File: src/include/pot_pkg.sv
// constants and types shared by the serial command decoder and its store
// assumes a 24-bit frame, msb first, and a 10-bit wiper
package pot_pkg;

   // frame layout
   localparam int FRAME_BITS   = 24;
   localparam int CMD_MSB      = 23;
   localparam int CMD_LSB      = 20;
   localparam int ADDR_MSB     = 19;
   localparam int ADDR_LSB     = 16;
   localparam int DATA_MSB     = 15;
   localparam int DATA_LSB     = 0;
   localparam int DATA_BITS    = 16;
   localparam int POS_BITS     = 5;
   localparam logic [4:0] LAST_BIT_POS = 5'h17;
   localparam logic [4:0] FIRST_BIT_POS = 5'h00;

   // wiper
   localparam int WIPER_BITS   = 10;
   localparam logic [9:0] WIPER_ZERO  = 10'h000;
   localparam logic [9:0] WIPER_ONE   = 10'h001;
   localparam logic [9:0] WIPER_MID   = 10'h200;
   localparam logic [9:0] WIPER_FULL  = 10'h3ff;

   // nonvolatile store
   localparam int NV_WORDS     = 16;
   localparam int NV_ADDR_BITS = 4;
   localparam logic [3:0]  NV_WIPER_ADDR = 4'h0;
   localparam logic [15:0] NV_INIT_WORD  = 16'h0200;
   localparam logic [15:0] NV_INIT_USER  = 16'h0000;

   // command codes, one per 4-bit field value
   typedef enum logic [3:0] {
      CMD_NOP         = 4'b0000,
      CMD_RESTORE     = 4'b0001,
      CMD_STORE_WIPER = 4'b0010,
      CMD_STORE_WORD  = 4'b0011,
      CMD_HALVE       = 4'b0100,
      CMD_HALVE_ANY   = 4'b0101,
      CMD_DEC         = 4'b0110,
      CMD_DEC_ANY     = 4'b0111,
      CMD_RELOAD      = 4'b1000,
      CMD_READ_WORD   = 4'b1001,
      CMD_READ_WIPER  = 4'b1010,
      CMD_LOAD_WIPER  = 4'b1011,
      CMD_DOUBLE      = 4'b1100,
      CMD_DOUBLE_ANY  = 4'b1101,
      CMD_INC         = 4'b1110,
      CMD_INC_ANY     = 4'b1111
   } cmd_t;

endpackage : pot_pkg

File: src/include/nv_store_if.sv
// bundle between the command decoder and the nonvolatile word store
// assumes both ends share one clock, given to the modules separately
`timescale 1ns/1ps
interface nv_store_if;
   logic        wr_en;
   logic [3:0]  wr_addr;
   logic [15:0] wr_data;
   logic [3:0]  rd_addr;
   logic [15:0] rd_data;
   logic [15:0] wiper_word;

   modport ctrl (output wr_en, output wr_addr, output wr_data,
                 output rd_addr, input rd_data, input wiper_word);
   modport store (input wr_en, input wr_addr, input wr_data,
                  input rd_addr, output rd_data, output wiper_word);
endinterface : nv_store_if

File: src/logic/nv_word_store.sv
// sixteen 16-bit words of nonvolatile storage modelled in flip-flops
// assumes the decoder writes at most one word per clock
`timescale 1ns/1ps
module nv_word_store (
   input  wire logic   i_ref_clk,
   input  wire logic   i_sys_rst,
   nv_store_if.store   bus
);

   logic [15:0] mem [pot_pkg::NV_WORDS];

   // reset stands in for the programmed contents at power-up
   always_ff @(posedge i_ref_clk or posedge i_sys_rst)
   begin
      if (i_sys_rst)
      begin
         for (int i = 0; i < pot_pkg::NV_WORDS; i++)
         begin
            mem[i] <= pot_pkg::NV_INIT_USER;
         end
         mem[pot_pkg::NV_WIPER_ADDR] <= pot_pkg::NV_INIT_WORD;
      end
      else if (bus.wr_en)
      begin
         mem[bus.wr_addr] <= bus.wr_data;
      end
   end

   // reads are combinational so a restore lands in one clock
   assign bus.rd_data    = mem[bus.rd_addr];
   assign bus.wiper_word = mem[pot_pkg::NV_WIPER_ADDR];

endmodule : nv_word_store

File: src/logic/pot_serial_command_decoder.sv
// serial command decoder of a 1024-position nonvolatile potentiometer
// assumes a slow spi host (mode 0 or 3) sampled by the 25 MHz clock
//
// Functional notes
// - frame is 24 bits msb first: command, address, 16 data bits
// - command 0 does nothing and leaves the read program state
// - command 1 at address 0 copies store word 0 into the wiper
// - after command 1 the read program state holds until a nop
// - command 2 writes the wiper into store word 0
// - command 3 writes 16 data bits to the addressed store word
// - store word 0 gives its low 10 bits as wiper position
// - commands 4 and 5 halve the wiper; 5 ignores address
// - commands 6 and 7 step the wiper down; 7 ignores address
// - command 8 reloads the wiper from store word 0, any address
// - command 9 returns the addressed store word in next frame
// - command 10 returns the wiper value in the next frame
// - command 11 loads the low 10 data bits into the wiper
// - commands 12 and 13 double the wiper; 13 ignores address
// - commands 14 and 15 step the wiper up; 15 needs no address
// - serial out shifts out the previous 24 received bits
// - after a read the data bytes carry the requested value
// - wiper is volatile and loads from the store at power-up
// - commands execute only when chip select rises
// - step and shift commands ignore the data bits
// - doubling is a left shift, halving a right shift
// - doubling zero gives one; at or above midscale gives 1023
// - only whole 24-bit frames execute; counter clears at select rise
`timescale 1ns/1ps
module pot_serial_command_decoder (
   input  wire logic       i_ref_clk,
   input  wire logic       i_sys_rst,
   input  wire logic       i_serial_clk,
   input  wire logic       i_chip_select_n,
   input  wire logic       i_serial_in,
   output logic [9:0]      o_wiper,
   output logic            o_read_program_state,
   output logic            o_serial_out,
   output logic            o_serial_out_oe
);

   // doubling with the end points fixed up
   function automatic logic [9:0] wiper_double(input logic [9:0] w);
      logic [9:0] r;
      r = {w[8:0], 1'b0};
      if (w == pot_pkg::WIPER_ZERO)
         r = pot_pkg::WIPER_ONE;
      else if (w >= pot_pkg::WIPER_MID)
         r = pot_pkg::WIPER_FULL;
      return r;
   endfunction : wiper_double

   // halving drops the lsb, so zero stays zero
   function automatic logic [9:0] wiper_halve(input logic [9:0] w);
      return {1'b0, w[9:1]};
   endfunction : wiper_halve

   // single steps saturate instead of wrapping
   function automatic logic [9:0] wiper_up(input logic [9:0] w);
      return (w == pot_pkg::WIPER_FULL) ? w : w + pot_pkg::WIPER_ONE;
   endfunction : wiper_up

   function automatic logic [9:0] wiper_down(input logic [9:0] w);
      return (w == pot_pkg::WIPER_ZERO) ? w : w - pot_pkg::WIPER_ONE;
   endfunction : wiper_down

   // codes that run whatever the address field holds
   function automatic logic ignores_addr(input pot_pkg::cmd_t c);
      logic r;
      r = 1'b0;
      case (c)
         pot_pkg::CMD_NOP, pot_pkg::CMD_STORE_WORD,
         pot_pkg::CMD_HALVE_ANY, pot_pkg::CMD_DEC_ANY,
         pot_pkg::CMD_RELOAD, pot_pkg::CMD_READ_WORD,
         pot_pkg::CMD_DOUBLE_ANY, pot_pkg::CMD_INC_ANY:
            r = 1'b1;
         default:
            r = 1'b0;
      endcase
      return r;
   endfunction : ignores_addr

   // pin synchronisers; bit 2 is history for edge detection only
   logic [2:0]  sclk_sync;
   logic [2:0]  cs_sync;
   logic [1:0]  sin_sync;
   logic        sclk_rise;
   logic        sclk_fall;
   logic        cs_rise;
   logic        cs_fall;
   logic        cs_low;

   // frame state
   logic [23:0] frame_sh;
   logic [4:0]  bit_pos;
   logic        bits_seen;
   logic        frame_done;
   logic        exec;
   logic        go;
   logic        out_bit;

   // decoded fields
   pot_pkg::cmd_t cmd;
   logic [3:0]  addr;
   logic [15:0] data;
   logic        addr_ok;
   logic        is_store;
   logic        is_read;
   logic        read_go;
   logic [15:0] readback;

   // wiper and power state
   logic [9:0]  wiper;
   logic [9:0]  next_wiper;
   logic        read_program;
   logic        boot;
   logic [9:0]  stored_wiper;

   nv_store_if nv ();

   nv_word_store u_store (
      .i_ref_clk (i_ref_clk),
      .i_sys_rst (i_sys_rst),
      .bus       (nv.store)
   );

   // two flops before any logic sees a pin
   always_ff @(posedge i_ref_clk or posedge i_sys_rst)
   begin
      if (i_sys_rst)
      begin
         sclk_sync <= 3'h0;
         cs_sync   <= 3'h7;
         sin_sync  <= 2'h0;
      end
      else
      begin
         sclk_sync <= {sclk_sync[1:0], i_serial_clk};
         cs_sync   <= {cs_sync[1:0], i_chip_select_n};
         sin_sync  <= {sin_sync[0], i_serial_in};
      end
   end

   // edges seen only from the second flop onward
   assign cs_low    = ~cs_sync[1];
   assign cs_rise   = cs_sync[1] & ~cs_sync[2];
   assign cs_fall   = ~cs_sync[1] & cs_sync[2];
   assign sclk_rise = sclk_sync[1] & ~sclk_sync[2] & cs_low;
   assign sclk_fall = ~sclk_sync[1] & sclk_sync[2] & cs_low;

   // field split of the last 24 bits received
   assign cmd  = pot_pkg::cmd_t'(frame_sh[pot_pkg::CMD_MSB:pot_pkg::CMD_LSB]);
   assign addr = frame_sh[pot_pkg::ADDR_MSB:pot_pkg::ADDR_LSB];
   assign data = frame_sh[pot_pkg::DATA_MSB:pot_pkg::DATA_LSB];

   // only a whole number of frames executes, and only at select rise
   assign frame_done = bits_seen && (bit_pos == pot_pkg::FIRST_BIT_POS);
   assign exec       = cs_rise && frame_done;
   assign addr_ok    = (addr == pot_pkg::NV_WIPER_ADDR) || ignores_addr(cmd);
   assign go         = exec && addr_ok;

   // store and readback decode
   assign is_store = (cmd == pot_pkg::CMD_STORE_WIPER) ||
                     (cmd == pot_pkg::CMD_STORE_WORD);
   assign is_read  = (cmd == pot_pkg::CMD_READ_WORD) ||
                     (cmd == pot_pkg::CMD_READ_WIPER);
   assign read_go  = go && is_read;
   assign readback = (cmd == pot_pkg::CMD_READ_WIPER) ?
                     16'(wiper) : nv.rd_data;

   // store port: wiper goes to word 0, data words to the addressed slot
   assign nv.wr_en   = go && is_store;
   assign nv.wr_addr = (cmd == pot_pkg::CMD_STORE_WIPER) ?
                       pot_pkg::NV_WIPER_ADDR : addr;
   assign nv.wr_data = (cmd == pot_pkg::CMD_STORE_WIPER) ?
                       16'(wiper) : data;
   assign nv.rd_addr = addr;

   // only the low bits of word 0 mean anything as a position
   assign stored_wiper = nv.wiper_word[pot_pkg::WIPER_BITS-1:0];

   // wiper update; step and shift codes never look at data
   always_comb
   begin
      next_wiper = wiper;
      if (boot)
         next_wiper = stored_wiper;
      else if (go)
      begin
         unique case (cmd)
            pot_pkg::CMD_RESTORE, pot_pkg::CMD_RELOAD:
               next_wiper = stored_wiper;
            pot_pkg::CMD_HALVE, pot_pkg::CMD_HALVE_ANY:
               next_wiper = wiper_halve(wiper);
            pot_pkg::CMD_DEC, pot_pkg::CMD_DEC_ANY:
               next_wiper = wiper_down(wiper);
            pot_pkg::CMD_LOAD_WIPER:
               next_wiper = data[pot_pkg::WIPER_BITS-1:0];
            pot_pkg::CMD_DOUBLE, pot_pkg::CMD_DOUBLE_ANY:
               next_wiper = wiper_double(wiper);
            pot_pkg::CMD_INC, pot_pkg::CMD_INC_ANY:
               next_wiper = wiper_up(wiper);
            pot_pkg::CMD_NOP, pot_pkg::CMD_STORE_WIPER,
            pot_pkg::CMD_STORE_WORD, pot_pkg::CMD_READ_WORD,
            pot_pkg::CMD_READ_WIPER:
               next_wiper = wiper;
         endcase
      end
   end

   // wiper and the one-shot power-up load
   always_ff @(posedge i_ref_clk or posedge i_sys_rst)
   begin
      if (i_sys_rst)
      begin
         wiper <= pot_pkg::WIPER_ZERO;
         boot  <= 1'b1;
      end
      else
      begin
         wiper <= next_wiper;
         boot  <= 1'b0;
      end
   end

   // read program state: entered by restore, left only by nop
   always_ff @(posedge i_ref_clk or posedge i_sys_rst)
   begin
      if (i_sys_rst)
         read_program <= 1'b0;
      else if (go && cmd == pot_pkg::CMD_RESTORE)
         read_program <= 1'b1;
      else if (go && cmd == pot_pkg::CMD_NOP)
         read_program <= 1'b0;
   end

   // bit counter; any select rise clears it, so a short frame is lost
   always_ff @(posedge i_ref_clk or posedge i_sys_rst)
   begin
      if (i_sys_rst)
      begin
         bit_pos   <= pot_pkg::FIRST_BIT_POS;
         bits_seen <= 1'b0;
      end
      else if (cs_rise)
      begin
         bit_pos   <= pot_pkg::FIRST_BIT_POS;
         bits_seen <= 1'b0;
      end
      else if (sclk_rise)
      begin
         bits_seen <= 1'b1;
         bit_pos   <= (bit_pos == pot_pkg::LAST_BIT_POS) ?
                      pot_pkg::FIRST_BIT_POS :
                      bit_pos + 5'h01;
      end
   end

   // one register both receives and replays the frame, which is what
   // makes chaining work; a read overwrites its data bytes at execute
   always_ff @(posedge i_ref_clk or posedge i_sys_rst)
   begin
      if (i_sys_rst)
         frame_sh <= 24'h000000;
      else if (read_go)
         frame_sh[pot_pkg::DATA_MSB:pot_pkg::DATA_LSB] <= readback;
      else if (sclk_rise)
         frame_sh <= {frame_sh[22:0], sin_sync[1]};
   end

   // output bit changes on falling clock so the host samples it rising;
   // a host that sends a short frame after a read loses the tail
   always_ff @(posedge i_ref_clk or posedge i_sys_rst)
   begin
      if (i_sys_rst)
         out_bit <= 1'b1;
      else if (cs_fall || sclk_fall)
         out_bit <= frame_sh[pot_pkg::CMD_MSB];
   end

   // open drain: drive only a low, and only while selected
   assign o_serial_out         = out_bit;
   assign o_serial_out_oe      = cs_low & ~out_bit;
   assign o_wiper              = wiper;
   assign o_read_program_state = read_program;

   // checks kept beside the logic they watch

   property p_exec_only_at_rise;
      @(posedge i_ref_clk) disable iff (i_sys_rst)
      exec |-> cs_sync[1] && !cs_sync[2] && bit_pos == 5'h00;
   endproperty
   a_exec_only_at_rise: assert property (p_exec_only_at_rise)
      else $error("command executed outside a select rise");

   property p_nop_leaves_state;
      @(posedge i_ref_clk) disable iff (i_sys_rst)
      go && cmd == pot_pkg::CMD_NOP |=> !o_read_program_state;
   endproperty
   a_nop_leaves_state: assert property (p_nop_leaves_state)
      else $error("nop did not return to idle");

   property p_restore;
      @(posedge i_ref_clk) disable iff (i_sys_rst)
      go && cmd == pot_pkg::CMD_RESTORE |=>
         o_wiper == $past(stored_wiper) && o_read_program_state;
   endproperty
   a_restore: assert property (p_restore)
      else $error("restore did not load wiper or enter read state");

   property p_state_holds;
      @(posedge i_ref_clk) disable iff (i_sys_rst)
      o_read_program_state && !(go && cmd == pot_pkg::CMD_NOP)
         |=> o_read_program_state;
   endproperty
   a_state_holds: assert property (p_state_holds)
      else $error("read program state left without a nop");

   property p_store_wiper;
      @(posedge i_ref_clk) disable iff (i_sys_rst)
      go && cmd == pot_pkg::CMD_STORE_WIPER |=>
         nv.wiper_word == 16'($past(wiper));
   endproperty
   a_store_wiper: assert property (p_store_wiper)
      else $error("wiper not stored to word 0");

   property p_halve;
      @(posedge i_ref_clk) disable iff (i_sys_rst)
      go && (cmd == pot_pkg::CMD_HALVE || cmd == pot_pkg::CMD_HALVE_ANY)
         |=> o_wiper == ($past(wiper) >> 1);
   endproperty
   a_halve: assert property (p_halve)
      else $error("halving gave a wrong wiper");

   property p_step_down;
      @(posedge i_ref_clk) disable iff (i_sys_rst)
      go && cmd == pot_pkg::CMD_DEC_ANY && wiper != 10'h000
         |=> o_wiper == $past(wiper) - 10'h001;
   endproperty
   a_step_down: assert property (p_step_down)
      else $error("step down gave a wrong wiper");

   property p_double_ends;
      @(posedge i_ref_clk) disable iff (i_sys_rst)
      go && cmd == pot_pkg::CMD_DOUBLE && wiper >= 10'h200
         |=> o_wiper == 10'h3ff;
   endproperty
   a_double_ends: assert property (p_double_ends)
      else $error("doubling above midscale did not reach full scale");

   property p_step_up_sat;
      @(posedge i_ref_clk) disable iff (i_sys_rst)
      go && cmd == pot_pkg::CMD_INC_ANY && wiper == 10'h3ff
         |=> o_wiper == 10'h3ff;
   endproperty
   a_step_up_sat: assert property (p_step_up_sat)
      else $error("step up wrapped past full scale");

   property p_load;
      @(posedge i_ref_clk) disable iff (i_sys_rst)
      go && cmd == pot_pkg::CMD_LOAD_WIPER |=>
         o_wiper == $past(data[9:0]);
   endproperty
   a_load: assert property (p_load)
      else $error("direct load did not reach the wiper");

   property p_read_wiper;
      @(posedge i_ref_clk) disable iff (i_sys_rst)
      go && cmd == pot_pkg::CMD_READ_WIPER |=>
         frame_sh[15:0] == 16'($past(wiper)) ##1 !sclk_rise [*2];
   endproperty
   a_read_wiper: assert property (p_read_wiper)
      else $error("wiper readback not placed in data bytes");

   property p_boot_load;
      @(posedge i_ref_clk) disable iff (i_sys_rst)
      boot |=> o_wiper == $past(stored_wiper);
   endproperty
   a_boot_load: assert property (p_boot_load)
      else $error("wiper not loaded from store after reset");

endmodule : pot_serial_command_decoder

File: config.mk
export PLATFORM = sky130hd
export DESIGN_NAME = pot_serial_command_decoder
export DESIGN_NICKNAME = d
export VERILOG_FILES = /design/src/include/pot_pkg.sv /design/src/include/nv_store_if.sv /design/src/logic/nv_word_store.sv /design/src/logic/pot_serial_command_decoder.sv
export SDC_FILE = /design/constraint.sdc
export NUM_CORES = 1
export LEC_CHECK = 0
export ABC_AREA = 0
export BUFFER_PORTS_ARGS = -buffer_cell sky130_fd_sc_hd__buf_2
export CAP_MARGIN = 20
export CORE_MARGIN = 2
export CORE_UTILIZATION = 51
export DETAILED_ROUTE_END_ITERATION = 8
export PLACE_DENSITY = 0.77
export SYNTH_ARGS = -nofsm -noshare
export SYNTH_HDL_FRONTEND = slang
export SYNTH_SLANG_ARGS = --single-unit
File: constraint.sdc
create_clock -name i_ref_clk -period 26.4 [get_ports i_ref_clk]
set_input_delay 1.32 -clock i_ref_clk [delete_from_list [all_inputs] [get_ports i_ref_clk]]
set_output_delay 1.32 -clock i_ref_clk [all_outputs]
set_load 0.005 [all_outputs]
Word-level counts from Yosys, hierarchy flattened
Memories as Yosys holds them, arrays and structs flattened. Cells that the tools add are included.

Bits in registers: 307. Memory bits (read-only): 16. Bits of input ports: 5. Logic and storage cells: 123. Memories: 1.

$add $sub $neg: 3. Magnitude comparators: 4. Eq/ne operators: 20. Multiplexer cells: 25. Bitwise operators: 15. Reductions and logical operators: 28.

Memories: (name not given) (depth 16, bits a word 1, read ports 1, clocked after Yosys merged registers in 0, wr ports 0, RTL line pot_serial_command_decoder.sv:70) `case (c)`.

Operators by type and width (number): 256-bit bitwise mux (1); 16-bit two-way mux (7); 16-bit binary-select mux with 4-bit select (1); 16-bit demux with 4-bit select (1); 10-bit two-way mux (6); 10-bit one-hot mux with 6 select lines (1); 4-bit == test, second input constant (8); 4-bit by 3-bit == test with 1-bit output, second input constant (4); 5-bit two-way mux (3); 10-bit by 1-bit adder with 10-bit output, second input constant (1); 10-bit == test, second input constant (1); 10-bit greater-or-equal comparator, second input constant (1); 5-bit greater-or-equal comparator, second input constant (2); 10-bit zero test (1); 4-bit inverter with 5-bit output (2); 2-bit OR reduction (5); 10-bit by 1-bit subtractor with 10-bit output, second input constant (1); 4-bit by 2-bit == test with 1-bit output, second input constant (2); 1-bit logical AND (8); 4-bit zero test (2); 2-bit nonzero test (4); 1-bit bitwise AND (7); 3-bit != test, second input constant (2); 1-bit inverter (6); 12 further kinds (18).

Longest topological paths before layout
Gate-level depths: netlist of the first run.

Depth in word-level cells: 8. Gate-level depth with buffers: 12. Mapped depth without buffers: 11.

Modules after synthesis
From an unflattened synthesis of the first run, not the netlist that was laid out.

Cell total of the unflattened synthesis: 1105. Area total of the unflattened synthesis: 14979.4 um^2.

Modules (own cells, without submodules): nv_word_store (times used 1, cells an instance 732, area each 11702.5 um^2, seq. area each 6407.4 um^2); pot_serial_command_decoder (times used 1, cells an instance 373, area each 3276.9 um^2, seq. area each 1282.5 um^2).

Worst setup path before layout of the first run
No wires, ideal clock.

Kind: reg-to-reg. Start: register frame_sh[20]. End: register wiper[4] (netlist: o_wiper[4]). Arrival time: 2.574 ns. Data required time: 26.317 ns. Path slack: 23.743 ns. Cell stages (with the launch flop): 13. Cell sequence: dfrtp_1 -> ha_1 -> clkbuf_1 -> o211ai_1 -> xor2_1 -> ha_1 -> clkbuf_1 -> or4_1 -> nor2_1 -> a41oi_1 -> o311ai_0 -> o21ai_0 -> o21ai_0.

Cells in the longest elaborated chain, start to end: 5. Elaborated cells on any way between the ends: 33. Classes of those cells: eq/ne: 18; mux: 3; reduce/logical: 11; memory: 1.

RTL lines: start: declaration (RTL line pot_serial_command_decoder.sv:93) `logic [23:0] frame_sh;`; start signal: indexed assignment (RTL line pot_serial_command_decoder.sv:265) `frame_sh[pot_pkg::DATA_MSB:pot_pkg::DATA_LSB] <= readback;`; start signal: assignment (RTL line pot_serial_command_decoder.sv:267) `frame_sh <= {frame_sh[22:0], sin_sync[1]};`; memory read 16 x 1 bit (tied with other cells); 1-bit logical OR / 2-bit OR reduction (equally long branches) (RTL line pot_serial_command_decoder.sv:158, pot_serial_command_decoder.sv:189); 1-bit logical AND / 10-bit one-hot mux with 6 select lines (equally long branches) (RTL line pot_serial_command_decoder.sv:159, pot_serial_command_decoder.sv:189); 2-bit nonzero test (no line) / 10-bit two-way mux (equally long branches); 4-bit AND reduction (no line) / 10-bit two-way mux (equally long branches); end signal: assignment (RTL line pot_serial_command_decoder.sv:215) `wiper <= pot_pkg::WIPER_ZERO;`; end signal: assignment (RTL line pot_serial_command_decoder.sv:220) `wiper <= next_wiper;`; end: declaration (RTL line pot_serial_command_decoder.sv:112) `logic [9:0] wiper;`.

Parallel ways exist; a longest one is shown, timed or not. The select of a mux whose other input is x is not followed. A chain may end at the register's enable or synchronous reset.

Worst setup path in the final report of the first run
Start: register frame_sh[17]. End: register u_store.mem[130] (netlist bit).

Cells in the longest elaborated chain, start to end: 7. Elaborated cells on any way between the ends: 12. Classes of those cells: order compare: 2; mux: 4; bitwise: 1; reduce/logical: 5.

RTL lines: 4-bit two-way mux (RTL line pot_serial_command_decoder.sv:172) `assign nv.wr_addr = (cmd == pot_pkg::CMD_STORE_WIPER) ?`; 4-bit inverter with 5-bit output (implied by the code) (RTL line nv_word_store.sv:25) `mem[bus.wr_addr] <= bus.wr_data;`; 5-bit greater-or-equal comparator (implied by the code) / 5-bit by 1-bit less-than comparator with 1-bit output (equally long branches) (RTL line nv_word_store.sv:25); 1-bit logical AND (implied by the code) (RTL line nv_word_store.sv:25); 16-bit two-way mux (implied by the code) (RTL line nv_word_store.sv:25); 16-bit demux with 4-bit select (RTL line nv_word_store.sv:25); 256-bit bitwise mux (RTL line nv_word_store.sv:25); end signal: indexed assignment (RTL line nv_word_store.sv:19) `mem[i] <= pot_pkg::NV_INIT_USER;`; end signal: indexed assignment (RTL line nv_word_store.sv:21) `mem[pot_pkg::NV_WIPER_ADDR] <= pot_pkg::NV_INIT_WORD;`; end signal: indexed assignment (RTL line nv_word_store.sv:25); end: declaration (RTL line nv_word_store.sv:10) `logic [15:0] mem [pot_pkg::NV_WORDS];`.

Parallel ways exist; a longest one is shown, timed or not.

==> results.txt, run 1 <==
----------------------------------------------------
[Routing]
  Remaining antenna violation count ... 0
  Number of design-rule violations left by the first detailed-router iteration ... around 1300
  Via total after detailed routing ... ~11000
  Drt first pass iters ... 6
  Residual DRC count ... 0
  Detail-routed via count per cell ... 6.11
  Drt wl/cell ... between 15 and 20 um
  Detailed-route wire length ... approximately 35000 um

[Synth]
  Most numerous cell types in the synthesized netlist ... 318 x nand2_1, 304 x o21ai_0, 301 x dfrtp_1
  FFs w/ async S/R, synth ... 100%
  Flip-flop and latch count after synthesis ... around 300
  Sequential-to-total area share from yosys stat ... a little over half
  Cell count after synthesis ... between 1000 and 1500
  Number of enable-type register cells in the synthesized netlist ... 0
  Combined area of all synthesized cells ... 0.0144 mm^2
  Synth Flop Type ... dfrtp_1
  Library cell occupying the most area in the post-synthesis netlist ... dfrtp_1
  Leading post-synthesis cells by cell area ... dfrtp_1 52%, o21ai_0 11%, mux4_2 8.4%, nand2_1 8.3%, clkbuf_1 2.5%
  Top cell type's share of synthesized area ... a little over half
  Most used standard cell by instance count after synthesis ... nand2_1
  Syn. warnings ... 0
  Unique cell type count in the Yosys netlist ... 68
  Number of nets in the synthesized netlist ... about 1400
  Mean instance size in the synthesized netlist ... roughly 10 um^2

[Finish]
  Share of final-layout standard cells stronger than drive strength 1 ... ~13%
  Final standard cell count with taps included and fillers excluded ... around 1800
  Multi-input logic area ... roughly 0.0061 mm^2
  Seq. cell area ... around 0.0077 mm^2
  Relative area change from synthesis to final layout ... 9.42%
  Core utilization of the finished layout ... 56.7%
  Final Instance Area ... 0.0158 mm^2
  Number of nets in the finished design ... roughly 1400
  Fill cell count ... ~2300
  ANT cells ... 0

[Die]
  Num ports ... 18
  Die area ... slightly below 0.03 mm^2
  Site Rows ... between 60 and 70
  Starting Density ... roughly half
  Vertical extent of the die ... approximately 170 um
  Die span in x ... between 150 and 200 um
  Core Box Area ... between 0.02 and 0.03 mm^2

[Worst setup path]
  Worst setup SP type ... flop
  Largest fanout on the critical path ... between 60 and 70
  Critical Path RT ... ~27000 ps
  Critical path type ... flop to flop
  Endpoint kind of the worst setup timing path ... flop
  Number of cell instances on the worst register-to-register path ... 6
  Signal arrival time at the worst endpoint ... between 4000 and 5000 ps

[Placed design]
  Final weighted congestion in routability-driven placement ... ~0.9
  Half-perimeter wire length of the detailed placement result ... roughly 21000 um
  Cell count after placement ... between 1500 and 2000
  Total placed instance area ... ~0.015 mm^2
  Count of input and output buffers ... 17

[Global route]
  Layer with the highest usage ... met2
  Global-route usage over all layers ... a little under a quarter
  Global-route track usage on met3 ... around 3.8%
  Gr ovfl total ... 0
  Global-route met2 utilization ... between 30% and 40%
  Via count of the first global-routing pass ... 10600
  Global-route wire length before repair ... ~56000 um
  Pin count of the biggest net entering global routing ... 143
  Antenna violations before repair ... 0
  Met1 track utilization from global routing ... 33.2%

[Power]
  Leakage component of the power ... around 6.6 nW
  VDD IR-drop max ... roughly 0.055 mV
  Pwr per Cell Area ... between 60 and 70 mW/mm^2

[Clocking]
  Clock-pin slew of the registers on the worst-case setup and hold paths ... 70 ps
  Hold buffer count at cts ... 0
  H-tree lvl count ... 1
  Buffers inserted by post-CTS timing repair ... 0
  Source-to-sink clock delay at the later pin of the worst-skew pair ... between 500 and 600 ps
  Clock Root Buffer ... clkbuf_16
  Buffers from clock root to sink, at most ... 3
  Clock buffer count from CTS ... 30
  TritonCTS clock tree ... yes
  CTS sink count ... a little over 300
  Count of instances resized after the clock tree is built ... 0

[STA]
  Final-report hold violation count ... 0
  Layout Skew ... approximately 27 ps
  Transition at the pin with the smallest max-transition slack ... around 1000 ps
  Worst relative slew slack ... a little under a third
  RSZ-0062 raised after global routing ... false
  Minimum clock period ... about 3800 ps
  Final count of negative-setup-slack endpoints ... 0
  Max Fclk ... around 0.26 GHz
  Share of the clock period used by the worst path ... approximately 15%
  Total negative slack ... 0 ps
  Pins Over Slew Limit ... 0

[Outcome]
  Outcome ... finished clean

[Hold path]
  Hold crit path type ... flop to flop
  Hold Path Cell Cnt ... 0

[Run]
  Count of max-cap constraint violations ... 0

----------------------------------------------------
-- state kept, by name (all words and copies together), names as in the netlist --
signal / cells
u_store.mem: 240
cs_sync: 3
sclk_sync: 3
o_serial_out: 1
o_wiper: 10
bits_seen: 1
frame_sh: 24
bit_pos: 5
boot: 1
sin_sync: 2
u_store.bus.wiper_word: 16
o_read_program_state: 1
-- critical path, cell delays in order, from the launching register on --
cell and delay, ps:
dfrtp_2 380, buf_4 390, or2_1 440, o221ai_2 190
and2b_1 740, nand4_2 1010, o21ai_0 530
-- cells by family after synthesis --
logic type / Yosys count / synth area share (%)
buffers and inverters: 135 / 4.05
other: 1 / 0.0260
xor gates and xnor gates: 4 / 0.243
muxes: 89 / 10.9
AOI/OAI and AO/OA: 438 / 17.4
adders and majority gates: 8 / 0.695
DFF: 307 / 53.4
and+or+nand+nor: 446 / 13.3
-- power by group --
| group | leakage, nW | internal (mW) | switching, mW |
|---|---|---|---|
| sequential | 4.25 | 0.475 | 0.00517 |
| combinational | 1.89 | 0.00918 | 0.0286 |
| clock | 0.509 | 0.265 | 0.181 |
| total | 6.64 | 0.749 | 0.215 |
-- path summary, 6_finish.rpt --
check	from	endpoint	slack [ps]
max	frame_sh[17]	u_store.mem[130]	22570
min in group asynchronous	i_sys_rst	bit_pos[4]	920
max reg2reg	frame_sh[17]	u_store.mem[130]	22570
min reg2reg	sclk_sync[0]	sclk_sync[1]	350
max in group asynchronous	i_sys_rst	u_store.mem[188]	23400
min	sclk_sync[0]	sclk_sync[1]	350
-- layout make-up --
cell class	instances	share of cell area [%]
multi-input combinational	986	38.9
clock inverter	15	1.25
sequential	307	48.8
clock buffer	40	5.38
timing repair buffer	49	2.37
inverter	8	0.238
tap	378	3.00
-- per-stage QoR --
stage | total power, mW | hold slack (ps) | setup WS (ps)
detailed placement | 0.523 | 337 | 22070
CTS | 0.966 | 360 | 22240
floorplan | 0.510 | 331 | 16600
global placement | 0.521 | 344 | 22130
global route | 0.994 | 362 | 22370
finish | 0.964 | 354 | 22570
-- placed cells by master, fill, tap and decap left out, types with 6 or more instances in the layout --
master	n
mux2i_1	34
ha_1	8
buf_4	29
o31ai_1	7
dfstp_2	6
clkbuf_8	6
nor3_1	7
a211oi_1	10
inv_1	6
nand2_1	318
nand2b_1	6
a221oi_1	19
nand4_2	7
a21oi_1	37
nand4_1	13
o21ai_0	304
clkinv_2	6
a22oi_1	21
buf_2	17
clkbuf_16	30
mux4_2	54
a31oi_1	10
nor2_1	50
dfrtp_1	299
nor2b_1	7
-- layer usage --
layer / wire length, um / vias up
li1: - / 4973
met1: 14900 / 5433
met2: 16700 / 430
met3: 2510 / 58
met4: 739 / 0
met5: 0 / -
Power figures use the tool's default switching activity.
==> run 2: changes to the inputs <==
clock period = 3.8 ns   (was 26.4 ns; I/O delays follow)
==> run 2 against run 1 <==
Net effect:
- critical path depth rose by 5
- largest power group unchanged
- global-route usage increased by 0.96 points
- critical endpoint is now o_wiper[4]
- clock skew decreased by 11 ps
==> results.txt, run 2 (same netlist as run 1, synthesis figures left out) <==
----------------------------------------------------
[Worst setup path]
  Critical path cell sequence ... inv_1, ha_1, o211ai_1, xor2_1, ha_1, or4_1, nor2_1, a41oi_1, o311ai_0, o21ai_0, o21ai_0
  Largest fanout on the critical path ... 13
  Endpoint kind of the worst setup timing path ... flop
  Highest cell delay on the worst timing path ... 450 ps
  Internal reg-to-reg setup slack ... between 700 and 800 ps
  Capture point of the worst reg-to-reg path ... o_wiper[4]
  Number of cell instances on the worst register-to-register path ... 11
  Bufs and invs on worst path ... 1
  Critical Path RT ... roughly 4300 ps
  Critical-path cell with the highest stage delay ... ha_1
  Kind of cell adding the most delay to the critical path ... compound AO/OA/AOI/OAI gates
  Number of logic stages on the critical path including buffering ... 11
  Signal arrival time at the worst endpoint ... roughly 3500 ps
  Start of the worst register-to-register path ... frame_sh[20]
  Worst setup SP type ... flop
  Critical path type ... flop to flop

[Die]
  Vertical extent of the die ... about 170 um
  Core Box Area ... about 0.028 mm^2
  Num ports ... 18
  Die area ... approximately 0.03 mm^2
  Site Rows ... 61
  Starting Density ... 51.8%
  Die span in x ... 172 um

[Clocking]
  Count of instances resized after the clock tree is built ... 0
  Clock-pin slew of the registers on the worst-case setup and hold paths ... roughly 60 ps
  CTS sink count ... ~300
  Buffers inserted by post-CTS timing repair ... 0
  Source-to-sink clock delay at the later pin of the worst-skew pair ... 560 ps
  Clock Root Buffer ... clkbuf_16
  Clock buffer count from CTS ... 30
  TritonCTS clock tree ... yes
  H-tree lvl count ... 1
  Buffers from clock root to sink, at most ... 3

[Global route]
  Via count of the first global-routing pass ... between 10000 and 15000
  Antenna violations before repair ... 0
  Global-route usage over all layers ... about a quarter
  Gr ovfl total ... 0
  Pin count of the biggest net entering global routing ... ~170
  Global-route wire length before repair ... 57600 um

[Routing]
  Number of design-rule violations left by the first detailed-router iteration ... around 1100
  Remaining antenna violation count ... 0
  Drt wl/cell ... 19.5 um
  Residual DRC count ... 0
  Via total after detailed routing ... between 10000 and 15000
  Detailed-route wire length ... ~35000 um
  Detail-routed via count per cell ... just over 6
  Drt first pass iters ... 6

[Finish]
  Most flops, register ... u_store.mem
  Fill cell count ... about 2300
  Most frequent cells in the layout ... 318 x nand2_1, 304 x o21ai_0, 299 x dfrtp_1
  Number of flip-flops in the largest register ... between 200 and 250
  Share of final-layout standard cells stronger than drive strength 1 ... 13.4%
  Commonest non-fill, non-tap cell in the layout ... nand2_1
  Number of nets in the finished design ... 1414
  ANT cells ... 0
  Relative area change from synthesis to final layout ... 10.2%
  Final standard cell count with taps included and fillers excluded ... between 1500 and 2000

[STA]
  Pins Over Slew Limit ... 0
  Total negative slack ... 0 ps
  Share of the clock period used by the worst path ... between 70% and 80%
  Minimum clock period ... between 3000 and 4000 ps
  Max Fclk ... between 0.3 and 0.4 GHz
  Transition at the pin with the smallest max-transition slack ... 1110 ps
  Layout Skew ... roughly 16 ps
  Final-report hold violation count ... 0
  Worst relative slew slack ... a little under a quarter
  Final count of negative-setup-slack endpoints ... 0
  RSZ-0062 raised after global routing ... false

[Power]
  Register share of total power ... approximately half
  Switching power ... 1.51 mW
  Clock network power share ... a little under half
  Sw Ratio ... between 20% and 30%
  Part of the power in combinational logic ... under 10%
  Leakage component of the power ... ~6.7 nW
  Pwr per Cell Area ... about 420 mW/mm^2
  VDD IR-drop max ... between 0.3 and 0.4 mV
  Internal power ... 5.22 mW

[Placed design]
  Count of input and output buffers ... 17
  Final weighted congestion in routability-driven placement ... approximately 0.91
  Cell count after placement ... around 1700
  Half-perimeter wire length of the detailed placement result ... between 20000 and 25000 um

[Hold path]
  Hold crit path type ... input port to async pin

[Run]
  Count of max-cap constraint violations ... 0

[Outcome]
  Outcome ... finished clean

----------------------------------------------------
[run 2: cell types whose count changed in the layout (fill, tap and decap cells not counted), moves of 2 or more]
cell and change:
buf_4 +16, buf_16 -2, buf_12 +2, dlygate4sd3_1 +4
[run 2: power by group through the flow]
stage                     clock (mW)  sequential (mW)  combinational (mW)
after floorplan                    0             3.39               0.162
after global placement             0             3.40               0.245
after detailed placement           0             3.40               0.251
after CTS                       3.17             3.34               0.256
after global routing            3.31             3.34               0.292
final                           3.12             3.34               0.260
[run 2: worst max-delay path by stage]
| stage | to | slack, ps | startpoint |
|---|---|---|---|
| 2_1_floorplan | bit_pos[0] | -470 | i_sys_rst |
| 3_3_place_gp | o_wiper[4] | 880 | frame_sh[20] |
| 3_5_place_dp | o_wiper[4] | 840 | frame_sh[20] |
| 4_1_cts | o_wiper[4] | 810 | frame_sh[20] |
| 5_1_grt | o_wiper[4] | 400 | frame_sh[20] |
| 6_report | o_wiper[4] | 770 | frame_sh[20] |
[run 2: per-stage QoR]
stage	area, um^2	power (mW)	setup WS [ps]	util [%]	hold slack [ps]
3_3_place_gp	14800	3.64	877	53.2	136
5_1_grt	15900	6.94	397	57.1	118
2_1_floorplan	14400	3.55	-470	-	194
6_report	15900	6.72	769	57.1	100
4_1_cts	15900	6.76	813	57.1	101
3_5_place_dp	14800	3.65	841	53.2	138
[run 2: worst min-delay path, stage by stage]
cell and delay, ps:
dlygate4sd3_1 530, buf_2 130, clkinvlp_4 170
[run 2: final cells by class]
cell class	count	area, um^2	share of cell area, %
clock buffer	40	860	5.41
sequential	307	7690	48.5
inverter	8	33.8	0.213
tap	378	473	2.98
clock inverter	13	179	1.13
multi-input combinational	986	6130	38.6
timing repair buffer	68	503	3.17
[run 2: layer usage]
layer	GRT usage, %	share of wire [%]
met1	35.1	43
met4	7.16	2.6
met5	0	0
met2	39.0	46
met3	4.83	8.2
[run 2: repair_timing]
action / CTS / global route
endpoints found under the hold margin: 9 / 0
hold buffers: 4 / 0
endpoints found under the setup margin: 0 / 0
